==> src/dvm_pkg.sv <==
// dvm_pkg: register map, field layout, reset values and carrier types
// for the data value compare debug block.
// assumes a 32-bit apb register port and a core that reports each
// executed load or store once, with its word-aligned data lanes.
`default_nettype none

package dvm_pkg;

    // register byte offsets
    localparam logic [7:0] OFF_CTRL   = 8'h00;
    localparam logic [7:0] OFF_ADDR_A = 8'h04;
    localparam logic [7:0] OFF_ADDR_B = 8'h08;
    localparam logic [7:0] OFF_VAL_A  = 8'h0C;
    localparam logic [7:0] OFF_VAL_B  = 8'h10;
    localparam logic [7:0] OFF_STATUS = 8'h14;

    // debug_ctrl_one field positions, channel b sits one field above a
    localparam int RD_EN_LSB  = 0;
    localparam int WR_EN_LSB  = 2;
    localparam int RANGE_BIT  = 4;
    localparam int EXCL_BIT   = 5;
    localparam int SIZE_LSB   = 6;
    localparam int BE_LSB     = 10;
    localparam int MODE_LSB   = 18;
    localparam logic [31:0] CTRL_WMASK = 32'h003F_FFFF;

    // debug_event_status bit positions
    localparam int ST_RD_LSB = 0;
    localparam int ST_WR_LSB = 2;
    localparam int ST_LATE   = 4;
    localparam int ST_PEND   = 5;

    // values after reset
    localparam logic [31:0] CTRL_RST   = 32'h0000_0000;
    localparam logic [31:0] WORD_RST   = 32'h0000_0000;
    localparam logic [5:0]  STATUS_RST = 6'h00;

    // exact-compare granularity
    localparam logic [1:0] SIZE_BYTE = 2'h0;
    localparam logic [1:0] SIZE_HALF = 2'h1;
    localparam logic [1:0] SIZE_WORD = 2'h2;
    localparam logic [31:0] MASK_BYTE = 32'hFFFF_FFFF;
    localparam logic [31:0] MASK_HALF = 32'hFFFF_FFFE;
    localparam logic [31:0] MASK_WORD = 32'hFFFF_FFFC;
    localparam logic [31:0] MASK_LINE = 32'hFFFF_FFE0;

    typedef enum logic [1:0] {
        CMP_NONE  = 2'b00,
        CMP_AND   = 2'b01,
        CMP_OR    = 2'b10,
        CMP_ANDOR = 2'b11
    } dvm_cmp_mode_type;

    // one executed load or store, as reported by the core
    typedef struct packed {
        logic        valid;
        logic        store;
        logic [31:0] addr;
        logic [31:0] data;
    } dvm_access_type;

endpackage

`default_nettype wire

==> src/dvm_lane_cmp.sv <==
// dvm_lane_cmp: byte-lane value comparison for one channel.
// assumes data lanes are already word aligned; purely combinational.
`timescale 1ns/10ps
`default_nettype none

module dvm_lane_cmp #(
    parameter int unsigned LANES = 4
) (
    // operands
    input  wire logic [8*LANES-1:0]       ref_val,
    input  wire logic [8*LANES-1:0]       data,
    // selection
    input  wire logic [LANES-1:0]         lane_sel,
    input  wire dvm_pkg::dvm_cmp_mode_type mode,
    // result
    output logic                          pass
);

    logic [LANES-1:0] eq;
    logic [LANES-1:0] hit;
    logic [LANES-1:0] ok;

    // halfword pairing is fixed to four lanes
    if (LANES != 4) begin : g_bad_lanes
        $error("dvm_lane_cmp supports four byte lanes only");
    end

    for (genvar k = 0; k < LANES; k++) begin : g_lane
        assign eq[k]  = ref_val[8*k +: 8] == data[8*k +: 8];
        assign hit[k] = lane_sel[k] & eq[k];
        assign ok[k]  = ~lane_sel[k] | eq[k];
    end

    always_comb begin
        case (mode)
            dvm_pkg::CMP_AND:   pass = &ok;
            dvm_pkg::CMP_OR:    pass = |hit;
            dvm_pkg::CMP_ANDOR: pass = (hit[0] & hit[1]) |
                                       (hit[2] & hit[3]);
            default:            pass = 1'b0;
        endcase
    end

endmodule // dvm_lane_cmp

`default_nettype wire

==> src/dvm_value_debug.sv <==
// dvm_value_debug: data address and data value compare debug events,
// sticky status flags, late-event flag and debug interrupt request.
// assumes apb master on pclk and a core that presents each executed
// load/store for one cycle with acc.valid, after the data has moved.
//
// Notes on behaviour
// - value event needs address match and value match on same access
// - events judged after execution, using the data actually moved
// - enabled value compare replaces the plain address event
// - value compare enabled by read/write enable plus nonzero lanes
// - each byte-enable bit selects one lane of the value register
// - value events use the same exact or range address match
// - value hit sets read flag on load, write flag on store
// - status flags stay set until software clears them
// - without value compare, address hit sets enabled flags
// - value mismatch leaves both channel flags unchanged
// - mode 01: every selected lane must match
// - mode 10: at least one selected lane must match
// - mode 11: lanes 0 and 1 match, or lanes 2 and 3 match
// - event while interrupts disallowed sets late flag, defers interrupt
// - pending event raises interrupt once the allow bit returns
// - inclusive range: first address inclusive up to second exclusive
// - exclusive range: at or below first, or at or above second
// - exact mode ignores low address bits per size field
//
// Chosen here: the APB interface to the registers and the placing of the registers.
`timescale 1ns/10ps
`default_nettype none

module dvm_value_debug (
    // clock and reset
    input  wire logic                  pclk,
    input  wire logic                  presetn,
    // apb slave
    input  wire logic                  psel,
    input  wire logic                  penable,
    input  wire logic                  pwrite,
    input  wire logic [7:0]            paddr,
    input  wire logic [31:0]           pwdata,
    output logic [31:0]                prdata,
    output logic                       pready,
    output logic                       pslverr,
    // core load/store stream and debug interrupt allow
    input  wire dvm_pkg::dvm_access_type acc,
    input  wire logic                  dbg_irq_allow,
    // debug interrupt request, one cycle
    output logic                       dbg_irq_take
);

    localparam int CH = 2;

    logic [31:0]      debug_ctrl_one_q;
    logic [31:0]      dac_q [CH];
    logic [31:0]      value_match_reg_q [CH];
    logic [5:0]       status_q;
    logic [5:0]       status_d;

    logic             setup;
    logic             access;
    logic             wr_acc;
    logic [CH-1:0]    rd_en;
    logic [CH-1:0]    wr_en;
    logic [CH-1:0]    vc_en;
    logic [CH-1:0]    ahit;
    logic [CH-1:0]    vpass;
    logic [CH-1:0]    rd_set;
    logic [CH-1:0]    wr_set;
    logic             pair_range_select;
    logic             range_exclusive_select;
    logic             range_hit;
    logic             any_ev;
    logic             take;
    logic [5:0]       clr;

    function automatic logic addr_known(input logic [7:0] a);
        case (a)
            dvm_pkg::OFF_CTRL, dvm_pkg::OFF_ADDR_A, dvm_pkg::OFF_ADDR_B,
            dvm_pkg::OFF_VAL_A, dvm_pkg::OFF_VAL_B,
            dvm_pkg::OFF_STATUS: addr_known = 1'b1;
            default:             addr_known = 1'b0;
        endcase
    endfunction

    function automatic logic [31:0] size_mask(input logic [1:0] sz);
        case (sz)
            dvm_pkg::SIZE_BYTE: size_mask = dvm_pkg::MASK_BYTE;
            dvm_pkg::SIZE_HALF: size_mask = dvm_pkg::MASK_HALF;
            dvm_pkg::SIZE_WORD: size_mask = dvm_pkg::MASK_WORD;
            default:            size_mask = dvm_pkg::MASK_LINE;
        endcase
    endfunction

    // apb decode; slave answers in the access cycle, no wait states
    assign setup  = psel & ~penable;
    assign access = psel & penable & pready;
    assign wr_acc = access & pwrite & addr_known(paddr);

    always_ff @(posedge pclk or negedge presetn) begin
        if (!presetn) begin
            pready  <= 1'b0;
            pslverr <= 1'b0;
        end else begin
            pready  <= setup;
            pslverr <= setup & ~addr_known(paddr);
        end
    end

    always_ff @(posedge pclk or negedge presetn) begin
        if (!presetn) begin
            prdata <= dvm_pkg::WORD_RST;
        end else if (setup && !pwrite) begin
            case (paddr)
                dvm_pkg::OFF_CTRL:   prdata <= debug_ctrl_one_q;
                dvm_pkg::OFF_ADDR_A: prdata <= dac_q[0];
                dvm_pkg::OFF_ADDR_B: prdata <= dac_q[1];
                dvm_pkg::OFF_VAL_A:  prdata <= value_match_reg_q[0];
                dvm_pkg::OFF_VAL_B:  prdata <= value_match_reg_q[1];
                dvm_pkg::OFF_STATUS: prdata <= {26'h0, status_q};
                default:             prdata <= dvm_pkg::WORD_RST;
            endcase
        end else begin
            prdata <= dvm_pkg::WORD_RST;
        end
    end

    // configuration registers
    always_ff @(posedge pclk or negedge presetn) begin
        if (!presetn) begin
            debug_ctrl_one_q     <= dvm_pkg::CTRL_RST;
            dac_q[0]             <= dvm_pkg::WORD_RST;
            dac_q[1]             <= dvm_pkg::WORD_RST;
            value_match_reg_q[0] <= dvm_pkg::WORD_RST;
            value_match_reg_q[1] <= dvm_pkg::WORD_RST;
        end else if (wr_acc) begin
            case (paddr)
                dvm_pkg::OFF_CTRL:
                    debug_ctrl_one_q <= pwdata & dvm_pkg::CTRL_WMASK;
                dvm_pkg::OFF_ADDR_A: dac_q[0]             <= pwdata;
                dvm_pkg::OFF_ADDR_B: dac_q[1]             <= pwdata;
                dvm_pkg::OFF_VAL_A:  value_match_reg_q[0] <= pwdata;
                dvm_pkg::OFF_VAL_B:  value_match_reg_q[1] <= pwdata;
                default: ;
            endcase
        end
    end

    assign pair_range_select      = debug_ctrl_one_q[dvm_pkg::RANGE_BIT];
    assign range_exclusive_select = debug_ctrl_one_q[dvm_pkg::EXCL_BIT];

    // range compare shares both address registers between channels
    always_comb begin
        if (range_exclusive_select) begin
            range_hit = (acc.addr <= dac_q[0]) ||
                        (acc.addr >= dac_q[1]);
        end else begin
            range_hit = (acc.addr >= dac_q[0]) &&
                        (acc.addr <  dac_q[1]);
        end
    end

    for (genvar c = 0; c < CH; c++) begin : g_ch
        logic [1:0] match_size;
        logic [3:0] byte_lane_sel;
        logic [1:0] compare_mode;
        logic [31:0] mask;

        assign rd_en[c] = debug_ctrl_one_q[dvm_pkg::RD_EN_LSB + c];
        assign wr_en[c] = debug_ctrl_one_q[dvm_pkg::WR_EN_LSB + c];
        assign match_size    = debug_ctrl_one_q[dvm_pkg::SIZE_LSB + 2*c +: 2];
        assign byte_lane_sel = debug_ctrl_one_q[dvm_pkg::BE_LSB + 4*c +: 4];
        assign compare_mode  = debug_ctrl_one_q[dvm_pkg::MODE_LSB + 2*c +: 2];
        assign mask          = size_mask(match_size);

        // size field is ignored while the pair forms a range
        assign ahit[c] = pair_range_select ? range_hit :
            ((acc.addr & mask) == (dac_q[c] & mask));
        assign vc_en[c] = (rd_en[c] | wr_en[c]) & (|byte_lane_sel);

        dvm_lane_cmp #(
            .LANES (4)
        ) u_cmp (
            .ref_val  (value_match_reg_q[c]),
            .data     (acc.data),
            .lane_sel (byte_lane_sel),
            .mode     (dvm_pkg::dvm_cmp_mode_type'(compare_mode)),
            .pass     (vpass[c])
        );

        // value compare replaces the plain address event
        assign rd_set[c] = acc.valid & ~acc.store & rd_en[c] & ahit[c] &
                           (~vc_en[c] | vpass[c]);
        assign wr_set[c] = acc.valid & acc.store & wr_en[c] & ahit[c] &
                           (~vc_en[c] | vpass[c]);
    end

    // status: set wins over a same-cycle write-one-to-clear
    assign clr = (wr_acc && paddr == dvm_pkg::OFF_STATUS) ?
                 {1'b0, pwdata[4:0]} : 6'h00;
    assign any_ev = |{rd_set, wr_set};
    // deferred event is delivered as soon as the core allows it
    assign take = dbg_irq_allow & (any_ev | status_q[dvm_pkg::ST_PEND]);

    always_comb begin
        status_d = status_q & ~clr;
        status_d[dvm_pkg::ST_RD_LSB +: 2] =
            status_d[dvm_pkg::ST_RD_LSB +: 2] | rd_set;
        status_d[dvm_pkg::ST_WR_LSB +: 2] =
            status_d[dvm_pkg::ST_WR_LSB +: 2] | wr_set;
        if (any_ev && !dbg_irq_allow) begin
            status_d[dvm_pkg::ST_LATE] = 1'b1;
            status_d[dvm_pkg::ST_PEND] = 1'b1;
        end else if (take) begin
            status_d[dvm_pkg::ST_PEND] = 1'b0;
        end
    end

    always_ff @(posedge pclk or negedge presetn) begin
        if (!presetn) begin
            status_q <= dvm_pkg::STATUS_RST;
        end else begin
            status_q <= status_d;
        end
    end

    always_ff @(posedge pclk or negedge presetn) begin
        if (!presetn) begin
            dbg_irq_take <= 1'b0;
        end else begin
            dbg_irq_take <= take;
        end
    end
endmodule // dvm_value_debug

`default_nettype wire

==> config.mk <==
export PLATFORM = sky130hd
export DESIGN_NAME = dvm_value_debug
export DESIGN_NICKNAME = d
export VERILOG_FILES = /design/src/dvm_pkg.sv /design/src/dvm_lane_cmp.sv /design/src/dvm_value_debug.sv
export SDC_FILE = /design/constraint.sdc
export NUM_CORES = 1
export LEC_CHECK = 0
export BUFFER_PORTS_ARGS = -buffer_cell sky130_fd_sc_hd__buf_2
export CAP_MARGIN = 20
export CORE_UTILIZATION = 55
export CTS_CLUSTER_SIZE = 25
export DETAILED_ROUTE_END_ITERATION = 6
export GPL_ROUTABILITY_DRIVEN = 0
export PLACE_DENSITY = 0.83
export SETUP_SLACK_MARGIN = 0.02
export SYNTH_ARGS = -nofsm -noshare
export SYNTH_HDL_FRONTEND = slang
export SYNTH_SLANG_ARGS = --single-unit
export TNS_END_PERCENT = 30
==> constraint.sdc <==
create_clock -name pclk -period 6.04 [get_ports pclk]
set_input_delay 1.208 -clock pclk [delete_from_list [all_inputs] [get_ports pclk]]
set_output_delay 1.208 -clock pclk [all_outputs]
set_load 0.05 [all_outputs]
==> results by group, run 1 <==
Clock tree
  – Clock H-tree levels: 4
  – Post-CTS Resized: 0
  – Hold-fix buffers, CTS: 0
  – Cell at the root of the clock tree: sky130_fd_sc_hd__clkbuf_16
  – Number of buffers inserted during clock tree synthesis: 17
  – CTS clock-pin slew for the worst setup and hold paths: 0.07 ns
  – Number of buffers on the longest clock path: 2
  – Worst skew pair latency: 0.44 ns
  – TritonCTS clock tree: done
  – CTS sink count: 191
  – Number of setup buffers added after CTS: 0

Critical path
  – Reg2Reg Launch Point: dac_q[57]
  – Worst endpoint data arrival time: 4.21 ns
  – Nature of the critical path endpoint: flip-flop
  – Slowest cell on the critical path: sky130_fd_sc_hd__and2_1
  – Critical-path maximum fanout: 33
  – CP startpoint: paddr[5]
  – WP data required: 6.36 ns
  – Worst path cell trace: buf_2, or3_1, nor3b_1, and2_1, buf_4, and2_1, buf_4, mux2_1
  – Setup crit start kind: input port
  – Category of the critical setup timing path: input port to flip-flop
  – Delay of the slowest cell on the worst path: 0.82 ns

Global routing
  – Number of global-route vias before repair: 8810
  – Total congestion overflow: 0
  – Wire length of the first global-routing pass: 47200 um
  – Pin count of the biggest net entering global routing: 79
  – Antenna violations before repair: 0
  – Overall fraction of global-route tracks in use: 31.5%

Layout
  – Final core utilization: 64.1%
  – Count of antenna diodes in the layout: 0
  – Synthesis-to-finish area growth: 14.4%
  – Number of nets in the layout: 1315
  – Layout cells sized above 1: 24.2%
  – Leading cell type in the layout, fill and taps excluded: sky130_fd_sc_hd__dfrtp_1
  – Most frequent cells in the layout: 191 x sky130_fd_sc_hd__dfrtp_1, 145 x sky130_fd_sc_hd__buf_2, 123 x sky130_fd_sc_hd__nand2_1

Yosys
  – Post-Syn Nets: 1189
  – Number of register bits inferred by synthesis: 191
  – Synthesized area: 10500 um2
  – Portion of synthesized cell area occupied by the leading cell type: 45.7%
  – Syn Area/Cell: 10.3 um2
  – Gate Count Post-Synth: 1013
  – Register area share after synthesis: 45.7%
  – Flip-flop cell with the highest count after synthesis: sky130_fd_sc_hd__dfrtp_1
  – Post-synthesis cell type count: 56
  – EDFF count, synth: 0
  – Fraction of synthesis flops using an asynchronous set or reset pin: 100%
  – Most area-hungry cell type in the Yosys netlist: sky130_fd_sc_hd__dfrtp_1
  – Cell types occupying the most area after synthesis: sky130_fd_sc_hd__dfrtp_1 46%, sky130_fd_sc_hd__mux2_2 9.2%, sky130_fd_sc_hd__ha_1 7.7%
  – Count of warnings emitted by yosys: 0

STA
  – Min Tclk post-route: 3.89 ns
  – Final Skew: 0.00840 ns
  – Final Hold Vio Count: 0
  – RSZ-0062 raised after global routing: false
  – Final-layout setup total negative slack: 0 ns
  – Final setup viols: 0
  – Transition at the pin with the smallest max-transition slack: 1.13 ns
  – Final count of pins violating max slew: 0
  – Tcrit/Tclk final: 64.4%
  – Max_slew headroom: 24.6%
  – Fmax: 257 MHz

Routing
  – First-pass detailed-route iteration total: 6
  – Routed vias/inst: 6.30
  – Total DRC errors in the routed layout: 0
  – Vias post-DR: 8732
  – Final ANT Viol Nets: 0
  – Average detailed-routed wire length per instance: 21.2 um
  – 1st-iter DRT viols: 1103
  – DRT Wirelength: 29400 um

Floorplanning
  – Area enclosed by the die boundary: 19600 um2
  – Die Height: 140 um
  – Die Wd: 140 um
  – Num ports: 147
  – Area inside the core boundary: 18600 um2
  – Cell row count: 50
  – Starting density of the core: 56.1%

Pwr
  – Internal cell power: 0.00200 W
  – Cell leakage power: 6.06 nW
  – Net switching fraction of the power: 23.2%
  – Switching component of the power: 0.000603 W
  – Combinational cell fraction of total power: 6.5%
  – Peak supply drop: 0.000200 V
  – Proportion of power drawn by flip-flops and latches: 49.3%
  – Total power divided by cell area: 217 nW/um2
  – Part of the total power dissipated in the clock network: 44.2%

Hold path
  – HP Start: status_q[2]
  – Class of the worst hold path: flip-flop to flip-flop

Run status
  – Status: completed

Run
  – Total of max-cap violations: 0

Place
  – Post-DP HPWL: 21100 um
  – Number of port buffers: 146
## cell usage after synthesis, types with 11 or more instances
| cell | number |
|---|---|
| sky130_fd_sc_hd__nand4_1 | 20 |
| sky130_fd_sc_hd__nor4_1 | 19 |
| sky130_fd_sc_hd__nand3_1 | 21 |
| sky130_fd_sc_hd__xor2_1 | 67 |
| sky130_fd_sc_hd__clkbuf_1 | 29 |
| sky130_fd_sc_hd__buf_2 | 11 |
| sky130_fd_sc_hd__nand2_1 | 123 |
| sky130_fd_sc_hd__inv_1 | 67 |
| sky130_fd_sc_hd__dfrtp_1 | 191 |
| sky130_fd_sc_hd__a222oi_1 | 33 |
| sky130_fd_sc_hd__o21ai_0 | 75 |
| sky130_fd_sc_hd__nor2_1 | 23 |
| sky130_fd_sc_hd__mux2_2 | 85 |
| sky130_fd_sc_hd__a21oi_1 | 46 |
| sky130_fd_sc_hd__a22o_1 | 31 |
| sky130_fd_sc_hd__ha_1 | 64 |
## sequential cells by signal, indices dropped and copies added (netlist names)
signal / cells
status_q: 6
dac_q: 64
debug_ctrl_one_q: 22
prdata: 32
pready: 1
value_match_reg_q: 64
dbg_irq_take: 1
pslverr: 1
## layout make-up
type                       instances  area (um2)
fill                            1441        6690
multi-input combinational        705        5190
sequential                       191        4780
timing repair buffer             157         847
clock buffer                      21         450
tap                              234         293
inverter                          67         251
clock inverter                    10         139
## through the flow
step                cell area (um2)  worst slack [ns]  total power [W]  instances  hold slack, ns
floorplan                     10500              2.88          0.00136       1013           0.447
global placement              11300              1.85          0.00147       1352           0.467
detailed placement            11300              1.77          0.00147       1352           0.492
CTS                           11900              2.20          0.00260       1383           0.511
global route                  12000              2.00          0.00268       1385           0.539
finish                        12000              2.15          0.00260       1385           0.514
## kinds of logic (layout without fill, tap and decap cells)
family / Yosys count / in the layout / synth area share [%]
AND/OR/NAND/NOR: 251 / 251 / 11.5
multiplexers: 87 / 87 / 9.37
XOR/XNOR: 74 / 74 / 6.20
flip-flops: 191 / 191 / 45.7
buffers and inverters: 117 / 255 / 4.64
AO/OA/AOI/OAI: 229 / 229 / 14.9
adder cells (fa/ha/maj): 64 / 64 / 7.66
## power groups by stage
stage | clock (W) | combinational [W] | sequential [W]
finish | 0.00115 | 0.000170 | 0.00128
global route | 0.00122 | 0.000186 | 0.00128
CTS | 0.00116 | 0.000168 | 0.00128
detailed placement | 0 | 0.000167 | 0.00130
global placement | 0 | 0.000163 | 0.00130
floorplan | 0 | 0.0000511 | 0.00131
## critical path, delay by kind of cell
| kind | cells | cell delay [ns] |
|---|---|---|
| simple gates | 4 | 1.71 |
| buf+inv | 3 | 0.89 |
| mux | 1 | 0.38 |
## routing by layer
| metal | track usage, % | share of wire, % | up-vias |
|---|---|---|---|
| met4 | 14.0 | 3.2 | 0 |
| met2 | 50.0 | 47 | 482 |
| li1 | - | - | 3918 |
| met5 | 0 | 0 | - |
| met1 | 42.4 | 41 | 4265 |
| met3 | 5.64 | 8.8 | 67 |
## final timing paths
kind	end	slack [ns]	depth (start not counted)
max	value_match_reg_q[14]	2.15	8
min	status_q[2]	0.51	2
max reg2reg	status_q[2]	2.95	10
min reg2reg	status_q[2]	0.51	2
max in group asynchronous	debug_ctrl_one_q[15]	4.01	2
min in group asynchronous	prdata[2]	0.79	1
(Power assumes the default switching activity.)
==> inputs of run 2 (changes only) <==
==> constraint.sdc (replaced) <==
create_clock -name pclk -period 4 [get_ports pclk]
set_input_delay 0.8 -clock pclk [delete_from_list [all_inputs] [get_ports pclk]]
set_output_delay 0.8 -clock pclk [all_outputs]
set_load 0.05 [all_outputs]
==> run 2 against run 1 <==
Compared with the run above:
- non-clock buffer count grew 7
- sequential share of layout area hardly changed
- clock-buffer cell count is the same
- via count shrank 0.39%
- utilization is 0.074 points higher
- clock power grew 40%
- setup slack worse by 1.2 ns
- worst hold slack worse by 0.091 ns
- critical path type unchanged
==> results by group, run 2 (synthesis gave the netlist of run 1 again) <==
Clock tree
  – TritonCTS clock tree: done
  – CTS clock-pin slew for the worst setup and hold paths: 0.07 ns
  – Clock H-tree levels: 4
  – Number of setup buffers added after CTS: 0
  – CTS sink count: 191
  – Number of buffers inserted during clock tree synthesis: 17
  – Number of buffers on the longest clock path: 2
  – Cell at the root of the clock tree: sky130_fd_sc_hd__clkbuf_16
  – Worst skew pair latency: 0.44 ns
  – Post-CTS Resized: 0
  – Hold-fix buffers, CTS: 0

STA
  – Max_slew headroom: 35.9%
  – RSZ-0062 raised after global routing: false
  – Final Hold Vio Count: 0
  – Final-layout setup total negative slack: 0 ns
  – Tcrit/Tclk final: 77.3%
  – WHS: 0.423 ns
  – Final setup viols: 0
  – Transition at the pin with the smallest max-transition slack: 0.961 ns
  – Fmax: 323 MHz
  – Final Skew: 0.0105 ns
  – Min Tclk post-route: 3.09 ns
  – Final count of pins violating max slew: 0

Critical path
  – Cell family contributing the most delay on the critical path: simple AND/OR/NAND/NOR gates
  – Critical-path maximum fanout: 4
  – Crit-path most repeated cell: sky130_fd_sc_hd__nand4_1
  – Worst reg-to-reg path cell count: 10
  – Cell count along the critical path: 10
  – Nature of the critical path endpoint: flip-flop
  – Category of the critical setup timing path: input port to flip-flop
  – Reg2Reg Launch Point: dac_q[58]
  – Delay of the slowest cell on the worst path: 0.74 ns
  – Setup crit start kind: input port
  – WP data required: 4.35 ns
  – CP startpoint: acc[59]
  – Crit path buf inv count: 1
  – Worst endpoint data arrival time: 3.44 ns
  – Worst path cell trace: buf_2, ha_1, nand4_1, nor4_1, nand3_1, a21oi_1, nor2_1, a31oi_1, nand4_1, o21ai_0
  – Slowest cell on the critical path: sky130_fd_sc_hd__nor4_1

Pwr
  – Peak supply drop: 0.000300 V
  – Cell leakage power: 6.07 nW
  – Total power divided by cell area: 318 nW/um2
  – Internal cell power: 0.00290 W
  – Final Power: 0.00380 W
  – Net switching fraction of the power: 23.6%
  – Proportion of power drawn by flip-flops and latches: 50.8%
  – Combinational cell fraction of total power: 6.8%
  – Part of the total power dissipated in the clock network: 42.4%
  – Switching component of the power: 0.000897 W

Routing
  – Final ANT Viol Nets: 0
  – Total DRC errors in the routed layout: 0
  – 1st-iter DRT viols: 892
  – Routed vias/inst: 6.25
  – DRT Wirelength: 28400 um
  – Average detailed-routed wire length per instance: 20.4 um
  – Vias post-DR: 8698
  – First-pass detailed-route iteration total: 6

Layout
  – Most frequent cells in the layout: 191 x sky130_fd_sc_hd__dfrtp_1, 145 x sky130_fd_sc_hd__buf_2, 123 x sky130_fd_sc_hd__nand2_1
  – Synthesis-to-finish area growth: 14.5%
  – Regs by FF count: dac_q (64), value_match_reg_q (64), prdata (32)
  – Leading cell type in the layout, fill and taps excluded: sky130_fd_sc_hd__dfrtp_1
  – Fill cell count: 1461
  – Number of nets in the layout: 1322
  – Final core utilization: 64.2%
  – Layout cells sized above 1: 24.6%

Floorplanning
  – Die Wd: 140 um
  – Area inside the core boundary: 18600 um2
  – Die Height: 140 um
  – Starting density of the core: 56.1%
  – Area enclosed by the die boundary: 19600 um2
  – Cell row count: 50
  – Num ports: 147

Global routing
  – Wire length of the first global-routing pass: 45700 um
  – Overall fraction of global-route tracks in use: 30.3%
  – Antenna violations before repair: 1
  – Total congestion overflow: 0
  – Number of global-route vias before repair: 8510
  – Pin count of the biggest net entering global routing: 113

Run
  – Total of max-cap violations: 0

Hold path
  – Class of the worst hold path: input port to asynchronous set/reset pin

Run status
  – Status: completed

Place
  – Number of port buffers: 146
  – Post-DP HPWL: 20700 um
## run 2: cell count changes in the layout (fill, tap and decap cells not counted)
cell / delta
sky130_fd_sc_hd__clkinv_4: -2
sky130_fd_sc_hd__buf_4: +7
sky130_fd_sc_hd__bufinv_16: -2
sky130_fd_sc_hd__clkinvlp_4: +3
sky130_fd_sc_hd__clkbuf_1: -1
sky130_fd_sc_hd__diode_2: +1
sky130_fd_sc_hd__inv_6: +1
sky130_fd_sc_hd__clkbuf_8: +1
sky130_fd_sc_hd__clkinv_2: -1
## run 2: through the flow
stage | cells | worst slack [ns] | cell area (um2)
after global routing | 1392 | 0.847 | 12000
after floorplan | 1013 | 1.24 | 10500
after CTS | 1391 | 1.02 | 12000
final | 1392 | 0.907 | 12000
after detailed placement | 1361 | 0.571 | 11400
after global placement | 1361 | 0.704 | 11400
## run 2: layout make-up
cell class / count / area [um2] / share of cell area (%)
clock inverter: 9 / 87.6 / 0.732
multi-input combinational: 705 / 5190 / 43.4
timing repair buffer: 164 / 900 / 7.52
inverter: 67 / 251 / 2.10
sequential: 191 / 4780 / 39.9
tap: 234 / 293 / 2.45
antenna: 1 / 2.50 / 0.0209
clock buffer: 21 / 460 / 3.85
## run 2: power by group through the flow
| stage | combinational, W | sequential, W | clock, W |
|---|---|---|---|
| finish | 0.000257 | 0.00193 | 0.00161 |
| global route | 0.000282 | 0.00193 | 0.00171 |
| CTS | 0.000255 | 0.00193 | 0.00163 |
| detailed placement | 0.000253 | 0.00197 | 0 |
| global placement | 0.000247 | 0.00197 | 0 |
| floorplan | 0.0000772 | 0.00197 | 0 |
## run 2: path summary, 6_finish.rpt
| path | endpoint | slack, ns |
|---|---|---|
| worst max-delay path | status_q[0] | 0.91 |
| worst min-delay path | pslverr | 0.42 |
| worst max register to register | status_q[0] | 0.97 |
| worst min register to register | status_q[2] | 0.53 |
| max in group asynchronous | value_match_reg_q[58] | 2.58 |
| min in group pclk | status_q[2] | 0.53 |
## run 2: worst register-to-register path, delay by kind of cell, from the launching register on
kind | cells | cell delay, ns
buffers and inverters | 1 | 0.06
adders and majority gates | 1 | 0.32
DFF | 1 | 0.36
and+or+nand+nor | 5 | 1.44
AOI/OAI and AO/OA | 3 | 0.77
## run 2: layer usage
layer  routed length, um  vias up  global-route usage (%)  share of wire [%]
met1               11900     4247                    40.6                 42
li1                    -     3939                       -                  -
met5                   0        -                       0                  0
met3                1940       74                    4.71                6.8
met2               13500      438                    49.2                 48
met4                1020        0                    12.7                3.6
